--- src/verilog/imdma_pkg.sv ---
// Constants and types for the interrupt-driven micro DMA block
`default_nettype none
package imdma_pkg;
  localparam int NSRC = 20;
  localparam int NCH = 4;
  localparam int NNMI = 2;
  // I/O register map (byte addresses on the I/O port)
  localparam logic [7:0] IO_PRIO_BASE = 8'h00;
  localparam logic [7:0] IO_SV_BASE = 8'h20;
  localparam int PRIO_CLR_BIT = 3;
  localparam logic [2:0] LVL_DIS = 3'h0;
  localparam logic [2:0] LVL_TOP = 3'h7;
  localparam logic [2:0] MASK_RESET = 3'h7;
  localparam logic [7:0] SV_RESET = 8'h00;
  // Privileged control register select
  localparam logic [1:0] CR_SRC = 2'h0;
  localparam logic [1:0] CR_DST = 2'h1;
  localparam logic [1:0] CR_CNT = 2'h2;
  localparam logic [1:0] CR_MODE = 2'h3;
  // Transfer mode codes (bits 3:1, bit 0 = size; refresh and count codes use bits 3:0)
  localparam logic [2:0] MD_DST_INC = 3'h0;
  localparam logic [2:0] MD_DST_DEC = 3'h1;
  localparam logic [2:0] MD_SRC_INC = 3'h2;
  localparam logic [2:0] MD_SRC_DEC = 3'h3;
  localparam logic [2:0] MD_FIXED = 3'h4;
  localparam logic [3:0] MD_REFRESH = 4'hA;
  localparam logic [3:0] MD_COUNT = 4'hB;
  localparam logic [31:0] REFRESH_STEP = 32'h0000_0004;
  // Service lengths in states, one state per system clock
  localparam logic [4:0] DUR_XFER = 5'h10;
  localparam logic [4:0] DUR_REFRESH = 5'h0E;
  localparam logic [4:0] DUR_COUNT = 5'h0B;
  localparam logic [4:0] CYC_READ = 5'h01;
  localparam logic [4:0] CYC_WRITE = 5'h02;
  localparam int ADDR_OUT_W = 24;

  typedef enum logic [0:0] {
    ST_IDLE = 1'b0,
    ST_RUN = 1'b1
  } imdma_fsm_type;

  typedef struct packed {
    logic [1:0] bsync;
    logic [NSRC-1:0] latch;
    logic [NSRC-1:0][2:0] lvl;
    logic [NCH-1:0][7:0] svec;
    logic [NCH-1:0][31:0] src;
    logic [NCH-1:0][31:0] dst;
    logic [NCH-1:0][15:0] cnt;
    logic [NCH-1:0][7:0] mode;
    logic [2:0] mask;
    imdma_fsm_type fsm;
    logic [1:0] ch;
    logic [4:0] cyc;
    logic [4:0] src_idx;
    logic zero_hit;
    logic [15:0] data;
    logic int_req;
    logic [7:0] int_vec;
    logic [2:0] saved_mask;
    logic [7:0] io_rdata;
    logic [31:0] ctl_rdata;
    logic [ADDR_OUT_W-1:0] bus_addr;
    logic bus_rd;
    logic bus_wr;
    logic bus_word;
    logic [15:0] bus_wdata;
  } imdma_state_type;

  function automatic logic [7:0] imdma_vec_of(input logic [4:0] idx);
    // Sources 0..6 use codes 08..0E, the rest skip reserved 0F
    imdma_vec_of = (idx < 5'd7) ? (8'h08 + {3'h0, idx}) : (8'h09 + {3'h0, idx});
  endfunction : imdma_vec_of

  function automatic logic [4:0] imdma_dur_of(input logic [7:0] md);
    if (md[3:0] == MD_REFRESH) imdma_dur_of = DUR_REFRESH;
    else if (md[3:0] == MD_COUNT) imdma_dur_of = DUR_COUNT;
    else imdma_dur_of = DUR_XFER;
  endfunction : imdma_dur_of
endpackage : imdma_pkg
`default_nettype wire

--- src/verilog/imdma_core.sv ---
// Interrupt controller with four-channel fast micro DMA
`default_nettype none
module imdma_core
  import imdma_pkg::*;
(
  input wire logic i_sys_clk,
  input wire logic i_resetn,
  input wire logic [NSRC-1:0] i_irq_src,
  input wire logic i_bus_release_ack,
  input wire logic i_io_wr,
  input wire logic i_io_rd,
  input wire logic [7:0] i_io_addr,
  input wire logic [7:0] i_io_wdata,
  output logic [7:0] o_io_rdata,
  input wire logic i_ctl_wr,
  input wire logic i_ctl_rd,
  input wire logic i_ctl_priv,
  input wire logic [1:0] i_ctl_ch,
  input wire logic [1:0] i_ctl_reg,
  input wire logic [31:0] i_ctl_wdata,
  output logic [31:0] o_ctl_rdata,
  input wire logic i_interrupt_return,
  input wire logic [2:0] i_interrupt_return_mask,
  output logic o_int_req,
  output logic [7:0] o_int_vec,
  output logic [2:0] o_saved_mask,
  output logic [2:0] o_cpu_priority_mask,
  output logic o_busy,
  output logic [ADDR_OUT_W-1:0] o_bus_addr,
  output logic o_bus_rd,
  output logic o_bus_wr,
  output logic o_bus_word,
  output logic [15:0] o_bus_wdata,
  input wire logic [15:0] i_bus_rdata
);

  imdma_state_type st_r;
  imdma_state_type st_nxt;
  logic win_any;
  logic [4:0] win_idx;
  logic [2:0] win_lvl;
  logic accept;
  logic dma_hit;
  logic [1:0] dma_ch;
  logic [2:0] lvl_eff;
  logic [31:0] step;
  logic [7:0] md;
  logic last_cyc;

  // ==========================================================
  // Arbitration
  always_comb begin
    win_any = 1'b0;
    win_idx = 5'h00;
    win_lvl = LVL_DIS;
    lvl_eff = LVL_DIS;
    for (int i = NSRC - 1; i >= 0; i--) begin
      // Non-maskable sources sit at the top level; 0 and 7 disable the rest
      if (i < NNMI) lvl_eff = LVL_TOP;
      else if (st_r.lvl[i] == LVL_TOP) lvl_eff = LVL_DIS;
      else lvl_eff = st_r.lvl[i];
      // Downward scan with >= lets the smaller vector win a tie
      if (st_r.latch[i] && lvl_eff != LVL_DIS && lvl_eff >= win_lvl) begin
        win_any = 1'b1;
        win_idx = 5'(i);
        win_lvl = lvl_eff;
      end
    end
  end

  // A running DMA service or released bus holds every request off
  assign accept = win_any && st_r.fsm == ST_IDLE && st_r.bsync[1]
    && (win_idx < 5'(NNMI) || win_lvl > st_r.mask);

  always_comb begin
    dma_hit = 1'b0;
    dma_ch = 2'h0;
    for (int c = NCH - 1; c >= 0; c--) begin
      // Zero never matches; downward scan leaves the lowest channel
      if (st_r.svec[c] != SV_RESET && st_r.svec[c] == imdma_vec_of(win_idx)) begin
        dma_hit = 1'b1;
        dma_ch = 2'(c);
      end
    end
  end

  assign md = st_r.mode[st_r.ch];
  assign step = md[0] ? 32'h0000_0002 : 32'h0000_0001;
  assign last_cyc = st_r.cyc == imdma_dur_of(md) - 5'h01;

  // ==========================================================
  // Next state
  always_comb begin
    st_nxt = st_r;
    st_nxt.bsync = {st_r.bsync[0], i_bus_release_ack};
    st_nxt.int_req = 1'b0;
    st_nxt.bus_rd = 1'b0;
    st_nxt.bus_wr = 1'b0;

    // I/O side: levels, clear bits and start vectors
    if (i_io_wr) begin
      for (int i = 0; i < NSRC; i++) begin
        if (i_io_addr == IO_PRIO_BASE + 8'(i)) begin
          st_nxt.lvl[i] = i_io_wdata[2:0];
          if (!i_io_wdata[PRIO_CLR_BIT]) st_nxt.latch[i] = 1'b0;
        end
      end
      for (int c = 0; c < NCH; c++) begin
        if (i_io_addr == IO_SV_BASE + 8'(c)) st_nxt.svec[c] = i_io_wdata;
      end
    end
    if (i_io_rd) begin
      st_nxt.io_rdata = 8'h00;
      for (int i = 0; i < NSRC; i++) begin
        if (i_io_addr == IO_PRIO_BASE + 8'(i)) begin
          st_nxt.io_rdata = {4'h0, st_r.latch[i], st_r.lvl[i]};
        end
      end
      for (int c = 0; c < NCH; c++) begin
        if (i_io_addr == IO_SV_BASE + 8'(c)) st_nxt.io_rdata = st_r.svec[c];
      end
    end

    // Privileged control load only; plain accesses leave them alone
    if (i_ctl_wr && i_ctl_priv) begin
      case (i_ctl_reg)
        CR_SRC: st_nxt.src[i_ctl_ch] = i_ctl_wdata;
        CR_DST: st_nxt.dst[i_ctl_ch] = i_ctl_wdata;
        CR_CNT: st_nxt.cnt[i_ctl_ch] = i_ctl_wdata[15:0];
        default: st_nxt.mode[i_ctl_ch] = i_ctl_wdata[7:0];
      endcase
    end
    if (i_ctl_rd) begin
      case (i_ctl_reg)
        CR_SRC: st_nxt.ctl_rdata = st_r.src[i_ctl_ch];
        CR_DST: st_nxt.ctl_rdata = st_r.dst[i_ctl_ch];
        CR_CNT: st_nxt.ctl_rdata = {16'h0000, st_r.cnt[i_ctl_ch]};
        default: st_nxt.ctl_rdata = {24'h00_0000, st_r.mode[i_ctl_ch]};
      endcase
    end

    if (i_interrupt_return) st_nxt.mask = i_interrupt_return_mask;

    case (st_r.fsm)
      ST_IDLE: begin
        if (accept) begin
          st_nxt.latch[win_idx] = 1'b0;
          st_nxt.src_idx = win_idx;
          if (dma_hit) begin
            st_nxt.fsm = ST_RUN;
            st_nxt.ch = dma_ch;
            st_nxt.cyc = 5'h00;
            // Zero wraps to FFFF, so a zero start gives 65536 runs
            st_nxt.cnt[dma_ch] = st_r.cnt[dma_ch] - 16'h0001;
            st_nxt.zero_hit = st_r.cnt[dma_ch] == 16'h0001;
          end else begin
            st_nxt.int_req = 1'b1;
            st_nxt.int_vec = imdma_vec_of(win_idx);
            st_nxt.saved_mask = st_r.mask;
            st_nxt.mask = (win_lvl == LVL_TOP) ? LVL_TOP : win_lvl + 3'h1;
          end
        end
      end
      ST_RUN: begin
        st_nxt.cyc = st_r.cyc + 5'h01;
        if (st_r.cyc == CYC_READ && md[3:0] != MD_COUNT) begin
          st_nxt.bus_rd = 1'b1;
          st_nxt.bus_addr = st_r.src[st_r.ch][ADDR_OUT_W-1:0];
          st_nxt.bus_word = md[3:0] == MD_REFRESH ? 1'b1 : md[0];
        end
        // Refresh and counting modes never write
        if (st_r.cyc == CYC_WRITE && md[3:1] <= MD_FIXED) begin
          st_nxt.bus_wr = 1'b1;
          st_nxt.bus_addr = st_r.dst[st_r.ch][ADDR_OUT_W-1:0];
          st_nxt.bus_word = md[0];
          st_nxt.bus_wdata = i_bus_rdata;
          st_nxt.data = i_bus_rdata;
        end
        if (last_cyc) begin
          st_nxt.fsm = ST_IDLE;
          case (md[3:1])
            MD_DST_INC: st_nxt.dst[st_r.ch] = st_r.dst[st_r.ch] + step;
            MD_DST_DEC: st_nxt.dst[st_r.ch] = st_r.dst[st_r.ch] - step;
            MD_SRC_INC: st_nxt.src[st_r.ch] = st_r.src[st_r.ch] + step;
            MD_SRC_DEC: st_nxt.src[st_r.ch] = st_r.src[st_r.ch] - step;
            default: begin
              // Fixed and counting modes keep both addresses
              if (md[3:0] == MD_REFRESH) begin
                st_nxt.src[st_r.ch][15:0] = st_r.src[st_r.ch][15:0] + REFRESH_STEP[15:0];
              end
            end
          endcase
          // Count reaching zero outside refresh mode hands over to ordinary service
          if (st_r.zero_hit && md[3:0] != MD_REFRESH) begin
            st_nxt.int_req = 1'b1;
            st_nxt.int_vec = imdma_vec_of(st_r.src_idx);
            st_nxt.saved_mask = st_r.mask;
            st_nxt.mask = (st_r.src_idx < 5'(NNMI) || st_r.lvl[st_r.src_idx] == LVL_TOP)
              ? LVL_TOP : st_r.lvl[st_r.src_idx] + 3'h1;
          end
        end
      end
      default: st_nxt.fsm = ST_IDLE;
    endcase

    // A new request beats a clear in the same cycle
    st_nxt.latch = st_nxt.latch | i_irq_src;
  end

  // ==========================================================
  // State register
  always_ff @(posedge i_sys_clk or negedge i_resetn) begin
    if (!i_resetn) begin
      st_r <= '0;
      st_r.mask <= MASK_RESET;
      st_r.fsm <= ST_IDLE;
    end else begin
      st_r <= st_nxt;
    end
  end

  assign o_io_rdata = st_r.io_rdata;
  assign o_ctl_rdata = st_r.ctl_rdata;
  assign o_int_req = st_r.int_req;
  assign o_int_vec = st_r.int_vec;
  assign o_saved_mask = st_r.saved_mask;
  assign o_cpu_priority_mask = st_r.mask;
  assign o_busy = st_r.fsm == ST_RUN;
  assign o_bus_addr = st_r.bus_addr;
  assign o_bus_rd = st_r.bus_rd;
  assign o_bus_wr = st_r.bus_wr;
  assign o_bus_word = st_r.bus_word;
  assign o_bus_wdata = st_r.bus_wdata;

  // ==========================================================
  // Assertions
  latch_set_a: assert property (@(posedge i_sys_clk) disable iff (!i_resetn)
    |i_irq_src |=> (st_r.latch & $past(i_irq_src)) == $past(i_irq_src))
    else $error("request latch missed a set");
  bus_hold_a: assert property (@(posedge i_sys_clk) disable iff (!i_resetn)
    !st_r.bsync[1] && !o_busy |=> !o_busy && !o_int_req)
    else $error("accepted while bus released");
  mask_raise_a: assert property (@(posedge i_sys_clk) disable iff (!i_resetn)
    accept && !dma_hit && win_lvl < LVL_TOP && !i_interrupt_return |=> o_cpu_priority_mask ==
    $past(win_lvl) + 3'h1 && o_int_req) else $error("mask not level plus one");
  interrupt_return_load_a: assert property (@(posedge i_sys_clk) disable iff (!i_resetn)
    i_interrupt_return && !accept && st_r.fsm == ST_IDLE |=> o_cpu_priority_mask == $past(i_interrupt_return_mask))
    else $error("return did not reload mask");
  cnt_step_a: assert property (@(posedge i_sys_clk) disable iff (!i_resetn)
    accept && dma_hit && !(i_ctl_wr && i_ctl_priv) |=> st_r.cnt[st_r.ch] ==
    $past(st_r.cnt[dma_ch]) - 16'h0001 && o_busy) else $error("count not decremented");
  run_len_a: assert property (@(posedge i_sys_clk) disable iff (!i_resetn)
    o_busy && !$past(o_busy) && md[3:0] == MD_COUNT |-> o_busy[*8] ##4 !o_busy)
    else $error("counting service not 11 states");
  refresh_quiet_a: assert property (@(posedge i_sys_clk) disable iff (!i_resetn)
    o_busy && last_cyc && md[3:0] == MD_REFRESH |=> !o_int_req && !o_bus_wr)
    else $error("refresh raised interrupt");
  priv_only_a: assert property (@(posedge i_sys_clk) disable iff (!i_resetn)
    i_ctl_wr && !i_ctl_priv && !o_busy && !accept |=> $stable(st_r.mode) && $stable(st_r.cnt))
    else $error("unprivileged control write landed");
  read_wr_a: assert property (@(posedge i_sys_clk) disable iff (!i_resetn)
    o_bus_rd && md[3:0] != MD_REFRESH |=> o_bus_wr) else $error("read not followed by write");

  dma_run_c: cover property (@(posedge i_sys_clk) disable iff (!i_resetn)
    accept && dma_hit);
  zero_int_c: cover property (@(posedge i_sys_clk) disable iff (!i_resetn)
    o_busy && last_cyc && st_r.zero_hit);
  plain_int_c: cover property (@(posedge i_sys_clk) disable iff (!i_resetn)
    accept && !dma_hit);
  refresh_c: cover property (@(posedge i_sys_clk) disable iff (!i_resetn)
    o_bus_rd && md[3:0] == MD_REFRESH);

endmodule : imdma_core
`default_nettype wire

--- config.mk ---
export PLATFORM = sky130hd
export DESIGN_NAME = imdma_core
export DESIGN_NICKNAME = d
export VERILOG_FILES = /design/src/verilog/imdma_pkg.sv /design/src/verilog/imdma_core.sv
export SDC_FILE = /design/constraint.sdc
export NUM_CORES = 2
export LEC_CHECK = 0
export BUFFER_PORTS_ARGS = -buffer_cell sky130_fd_sc_hd__buf_2
export CORE_MARGIN = 4
export CORE_UTILIZATION = 60
export CTS_BUF_LIST = sky130_fd_sc_hd__clkbuf_8
export DETAILED_ROUTE_END_ITERATION = 6
export GPL_ROUTABILITY_DRIVEN = 0
export PLACE_DENSITY_LB_ADDON = 0.05
export SLEW_MARGIN = 20
export SYNTH_ARGS = -nofsm -noshare
export SYNTH_HDL_FRONTEND = slang
export SYNTH_SLANG_ARGS = --single-unit
--- constraint.sdc ---
create_clock -name i_sys_clk -period 39.2 [get_ports i_sys_clk]
set_input_delay 1.96 -clock i_sys_clk [delete_from_list [all_inputs] [get_ports i_sys_clk]]
set_output_delay 1.96 -clock i_sys_clk [all_outputs]
set_load 0.01 [all_outputs]
# [After elaboration in Yosys (flattened, before gate mapping)]
# Index checks and enable logic that the tools add are counted.
[totals] register_bits=578 inputBits=100 output_inout_bits=99 word_cells=551
[op_classes] addsub=14 order_cmp=35 n_eq_ne=65 muxes=260 n_bitwise=5 reduce_logical=114
[op_table] op="bitwise mux 128 bit" count=7
[op_table] op="2-to-1 mux 256 bit" count=2
[op_table] op="2-to-1 mux 128 bit" count=3
[op_table] op="one-hot mux 128 bit (3 select lines)" count=1
[op_table] op="2-to-1 mux 352 bit" count=1
[op_table] op="binary-select mux 32 bit (select 2 bit)" count=4
[op_table] op="2-to-1 mux 64 bit" count=4
[op_table] op="one-hot mux 128 bit (2 select lines)" count=1
[op_table] op="2-to-1 mux 8 bit" count=30
[op_table] op="2-to-1 mux 32 bit" count=7
[op_table] op="demux 32 bit (select 2 bit)" count=3
[op_table] op="2-to-1 mux 3 bit" count=64
[op_table] op="bitwise mux 64 bit" count=2
[op_table] op="2-to-1 mux 112 bit" count=1
[op_table] op="2-to-1 mux 5 bit" count=22
[op_table] op="one-hot mux 32 bit (3 select lines)" count=1
[op_table] op="2-to-1 mux 16 bit" count=5
[op_table] op="2-to-1 mux 1 bit" count=68
[op_table] op="adder 32 x 2 -> 32 bit" count=2
[op_table] op="binary-select mux 16 bit (select 2 bit)" count=2
[op_table] op="demux 16 bit (select 2 bit)" count=2
[op_table] op="== test 8 x 4 -> 1 bit (second input constant)" count=8
[op_table] op="subtractor 32 x 2 -> 32 bit" count=2
[op_table] op="== test 3 bit (second input constant)" count=20
[op_table] op="other kinds (70)" count=231

# [Logic depth before layout (Yosys ltp)]
[depth] word_depth=79 ltp_mapped=157

# [Least setup slack after synthesis]
# OpenSTA, ideal clock, no wires.
[synth_timing] path_kind="register -> register" from="register st_r[567] (netlist name)" to="register st_r[187] (netlist name)" setup_ps=130 arrival_ps=27539 t_required_ps=39070 slack_ps=11531 path_stages_with_launch=149 path_buffers=3 path_cell_list="dfrtp_1 > clkbuf_1 > inv_1 > o21ai_0 > ha_1 > nand2b_1 > a211oi_1 > nor2_1 > a22oi_1 > o32ai_1 > ha_1 > nand2b_1 > o21ai_0 > o41a_1 > nor2_1 > mux2_2 > ha_1 > inv_1 > [... 113 more ...] > inv_1 > ha_1 > inv_1 > o21ai_0 > or3_1 > buf_2 > o21a_1 > or4b_1 > o21bai_1 > or3_1 > buf_2 > o221a_1 > o22a_2 > nor4b_4 > and3_1 > and3_1 > xor2_1 > o21ai_1"
[synth_rtl] item="start, declared" line="imdma_core.sv:37" source="imdma_state_type st_r;"
[synth_rtl] item="start signal, assigned" line="imdma_core.sv:218" source="st_r <= st_nxt;"

==> summary by stage <==
Status
The flow ran to the end, but the final reports show violations. The checks that failed: design-rule violations.

Detailed routing
The total wire length is between 100 and 150 mm. The antenna violation net count after detailed routing is 0. The wire length on met2 is roughly 62 mm. The pre-antenna-repair detailed-routing pass consisted of 7 iterations. In the final routed layout, each cell accounts on average for 27.5 um. The highest signal layer in the routed design is met5. The routed layout has about 36,000 vias. The number of DRC violations after detailed-routing iteration 0 is ~4,600. After detailed routing, the number of remaining DRC violations is 4.

Dividing the detail-routed via count by the number of cells gives about 7.0. Detailed routing placed a total of approximately 16 mm of wire on met3. The total routed wire length on the met1 layer is about 55 mm.

STA
Setup repair after global routing left no endpoint under its margin. The setup total negative slack is 0 ns. The final clock period utilization by the worst path is roughly 80%.

The final number of hold-violating endpoints is 0. At the pin with the least slew margin, the transition time is 1.23 ns. Setup violations remaining at the end of the flow were counted as 0. The number of pins with negative max-slew slack in the final report is 0. Timing would allow up to about 31 MHz. Between clock sinks in the finished design, the worst skew comes to between 0.05 and 0.06 ns. The smallest clock period supported by the final layout is computed as ~32 ns.

Across all setup checks in the final design, the least slack found is between 7 and 8 ns. The headroom to the max-slew limit is 17.9%. Hold timing on the final database bottoms out at a slack of about 0.35 ns.

Synth
In the synthesized netlist the dominant register cell turns out to be sky130_fd_sc_hd__dfrtp_1. Counting flops with a built-in enable in the synthesized netlist gives 0. In this run the cell area of the synthesized design comes to around 0.041 mm^2.

The synthesized instance count is 4,262. The number of synthesized register bits is around 580. A synthesized cell averages ~9.6 um^2. The count of different cell masters after synthesis is 99. Sequential elements use a little over a third of the synthesized area. The number of warnings printed during yosys synthesis is 0. After synthesis, the share of flip-flops with an asynchronous set or reset is 100%.

Placed design
Prior to clock tree synthesis, the placed netlist has a worst setup slack of around 7.8 ns. After detailed placement, the design holds a cell count of between 5,000 and 6,000. The total placed instance area is between 0.04 and 0.05 mm^2. The detailed placement HPWL is 98.2 mm.

Buffers placed on the I/O ports in this run total 196.

Worst setup path
Among the stages of the critical path, the cell type that occurs most often is sky130_fd_sc_hd__ha_1. The reg2reg setup slack is about 7 ns. The data arrival time of the critical path is approximately 33 ns.

The highest net fanout along the worst path is 16. The worst setup path is captured at a register. For this design, the slowest cell found on the critical path is sky130_fd_sc_hd__nor3_1. Measured in cells, the most critical reg-to-reg path has a length of 140. The critical path required time is a little under 40 ns. In this design, the stage delay of the slowest critical-path cell is roughly 0.77 ns. The worst setup path is launched from a register. The worst setup path category is reg -> reg.

CTS
Post-CTS repair changed the size of 0 cells. The buffer levels on the longest clock path is 3. The clock slew at the register clock pins of the worst setup and hold paths is about 0.06 ns. The clock reaches the later pin of the worst-skew pair after between 0.7 and 0.8 ns. The number of setup buffers added after CTS is 0. The clock drives ~580 sinks. The master cell of the clock root buffer is sky130_fd_sc_hd__clkbuf_8. The number of clock buffers inserted by TritonCTS is 100.

In this run, post-CTS hold repair placed 0 buffers. The TritonCTS clock tree is done. The maximum level of the CTS H-tree is 3.

Cells and area
Compared with the post-synthesis result, the final layout area differs by 7.65%. The most common library cell in the layout ignoring fill and taps is sky130_fd_sc_hd__dfrtp_1. The final net count is ~4,400.

Cells with a size suffix above 1 make up around a fifth of the layout. The share of the core filled with cells in the final layout is roughly two thirds. The total non-filler cell area in the finished layout is between 0.04 and 0.05 mm^2. The top cell types in the final layout, fill and taps aside, are sky130_fd_sc_hd__dfrtp_1, sky130_fd_sc_hd__nand2_1, sky130_fd_sc_hd__nor2_1. The count of cells in the finished layout, fillers not included, comes to 5,205.

Pwr
VDD sags by at most 46.4 uV. The portion of total power attributed to the clock network is between 20% and 30%. Net switching is approximately two fifths of the power.

The overall power of the completed layout is 2.50 mW. The total internal power is 1.45 mW. In this run, the combinational gates consume about 42% of the power. The sequential share of power is approximately 34%. The power density of the placed cells is 56.9 mW/mm^2.

The switching power of the nets is roughly 1.0 mW. In this run the static leakage power is between 15 and 20 nW.

Floorplan
For this design the top-level I/O count stands at 199. The die covers approximately 0.072 mm^2. The width of the die is 269 um. The height of the chip is around 270 um.

The floorplan has between 90 and 100 rows. In this run the standard cell core region covers between 0.06 and 0.07 mm^2. The initial core utilization is around 60%.

GRT
The residual overflow from global routing is 0. The pin count of the biggest net entering global routing is between 100 and 150. The via count of the first global-routing pass was 35,500. The first global-routing pass estimated about 220 mm of wire.

The aggregate global-route resource usage is 39.1%. The initial antenna violation count was 4.

Hold path
The path class of the lowest-slack min-delay path is reg -> reg. The cell depth of the worst hold path is 0.

Flow run
Max-cap violations in this run came to 0.
==> area by class of cell <==
type	count	area, um^2
multi-input cells	3204	24400
repair buffers	259	1470
flip-flops and latches	576	14400
clock inverters	52	352
inverters	106	398
well taps	873	1090
diodes	2	5.00
clock buffers	133	1830
fillers	5526	23400
==> cell usage after synthesis (13+ instances only) <==
cell / count / share of area [%]
sky130_fd_sc_hd__a21oi_1: 308 / 3.8
sky130_fd_sc_hd__a22oi_1: 25 / 0.46
sky130_fd_sc_hd__or2_2: 15 / 0.23
sky130_fd_sc_hd__mux2_2: 232 / 6.4
sky130_fd_sc_hd__nor4_1: 25 / 0.38
sky130_fd_sc_hd__and2_1: 23 / 0.35
sky130_fd_sc_hd__a211oi_1: 73 / 1.3
sky130_fd_sc_hd__a21o_1: 20 / 0.37
sky130_fd_sc_hd__nor2b_1: 58 / 0.89
sky130_fd_sc_hd__ha_1: 71 / 2.2
sky130_fd_sc_hd__xnor2_1: 60 / 1.3
sky130_fd_sc_hd__nand2_1: 390 / 3.6
sky130_fd_sc_hd__nand2b_1: 57 / 0.87
sky130_fd_sc_hd__or3_1: 51 / 0.78
sky130_fd_sc_hd__o22ai_1: 174 / 2.7
sky130_fd_sc_hd__buf_4: 94 / 1.7
sky130_fd_sc_hd__o2bb2ai_1: 13 / 0.28
sky130_fd_sc_hd__a21boi_0: 30 / 0.55
sky130_fd_sc_hd__mux2i_1: 255 / 6.3
sky130_fd_sc_hd__nor2_1: 323 / 3.0
sky130_fd_sc_hd__inv_1: 106 / 0.98
sky130_fd_sc_hd__mux4_2: 184 / 10
sky130_fd_sc_hd__and3_1: 26 / 0.40
sky130_fd_sc_hd__xor2_1: 45 / 0.97
sky130_fd_sc_hd__o211ai_1: 28 / 0.52
sky130_fd_sc_hd__dfrtp_1: 573 / 35
sky130_fd_sc_hd__nand3_1: 81 / 0.99
sky130_fd_sc_hd__nand4_1: 20 / 0.31
sky130_fd_sc_hd__clkbuf_1: 229 / 2.1
sky130_fd_sc_hd__buf_1: 46 / 0.42
sky130_fd_sc_hd__a221oi_1: 14 / 0.30
sky130_fd_sc_hd__o21ai_1: 32 / 0.39
sky130_fd_sc_hd__a31oi_1: 36 / 0.55
sky130_fd_sc_hd__o221ai_1: 40 / 0.86
sky130_fd_sc_hd__o21a_1: 18 / 0.33
sky130_fd_sc_hd__nor3_1: 58 / 0.71
sky130_fd_sc_hd__o21ai_0: 227 / 2.8
==> power groups by stage <==
stage	registers, mW	clock network (mW)	logic (mW)
CTS	0.837	0.606	1.03
detailed placement	0.846	0	1.02
global placement	0.842	0	1.01
finish	0.842	0.602	1.05
floorplan	0.791	0	0.771
global route	0.856	0.637	1.13
==> critical path: cells and delay by family, from the launching register on <==
| kind | cells | cell delay, ns |
|---|---|---|
| simple gates | 42 | 8.80 |
| compound gates | 60 | 13.12 |
| buf+inv | 11 | 1.27 |
| fa+ha+maj | 21 | 6.19 |
| mux | 5 | 1.79 |
| xor+xnor | 1 | 0.28 |
| flops | 1 | 0.52 |
==> registers in the layout, indices dropped and copies added, names as in the netlist, 3 cells and up <==
name and flops:
o_cpu_priority_mask 3, o_io_rdata 8, o_int_vec 6, o_bus_wdata 16, o_bus_addr 24, o_saved_mask 3
st_r 478, o_ctl_rdata 32
==> path summary, 6_finish.rpt <==
| kind | from | end |
|---|---|---|
| worst max register to register | st_r[567] | st_r[171] |
| worst min register to register | st_nxt[593] | st_r[593] |
| worst max-delay path | st_r[567] | st_r[171] |
| max in group asynchronous | i_resetn | st_r[507] |
| min in group asynchronous | i_resetn | o_bus_wr |
| worst min-delay path | st_nxt[593] | st_r[593] |
==> per-layer routing <==
| layer | track usage [%] | vias to the layer above |
|---|---|---|
| met3 | 9.33 | 577 |
| met5 | 0.461 | - |
| met2 | 57.7 | 2297 |
| met1 | 52.2 | 17600 |
| met4 | 25.0 | 4 |
| li1 | - | 15900 |
==> cell families (layout without fill, tap and decap cells) <==
family | count (synthesis) | in the layout | share of synthesized area (%)
XOR/XNOR | 105 | 105 | 2.25
AND/OR/NAND/NOR | 1179 | 1179 | 13.6
multiplexers | 671 | 671 | 22.8
flip-flops | 576 | 576 | 35.3
other | 1 | 4 | 0.00919
adder cells (fa/ha/maj) | 78 | 78 | 2.45
buffers and inverters | 483 | 550 | 5.35
AO/OA/AOI/OAI | 1169 | 1169 | 18.2
Note: power is estimated with default switching activity, not from simulation.
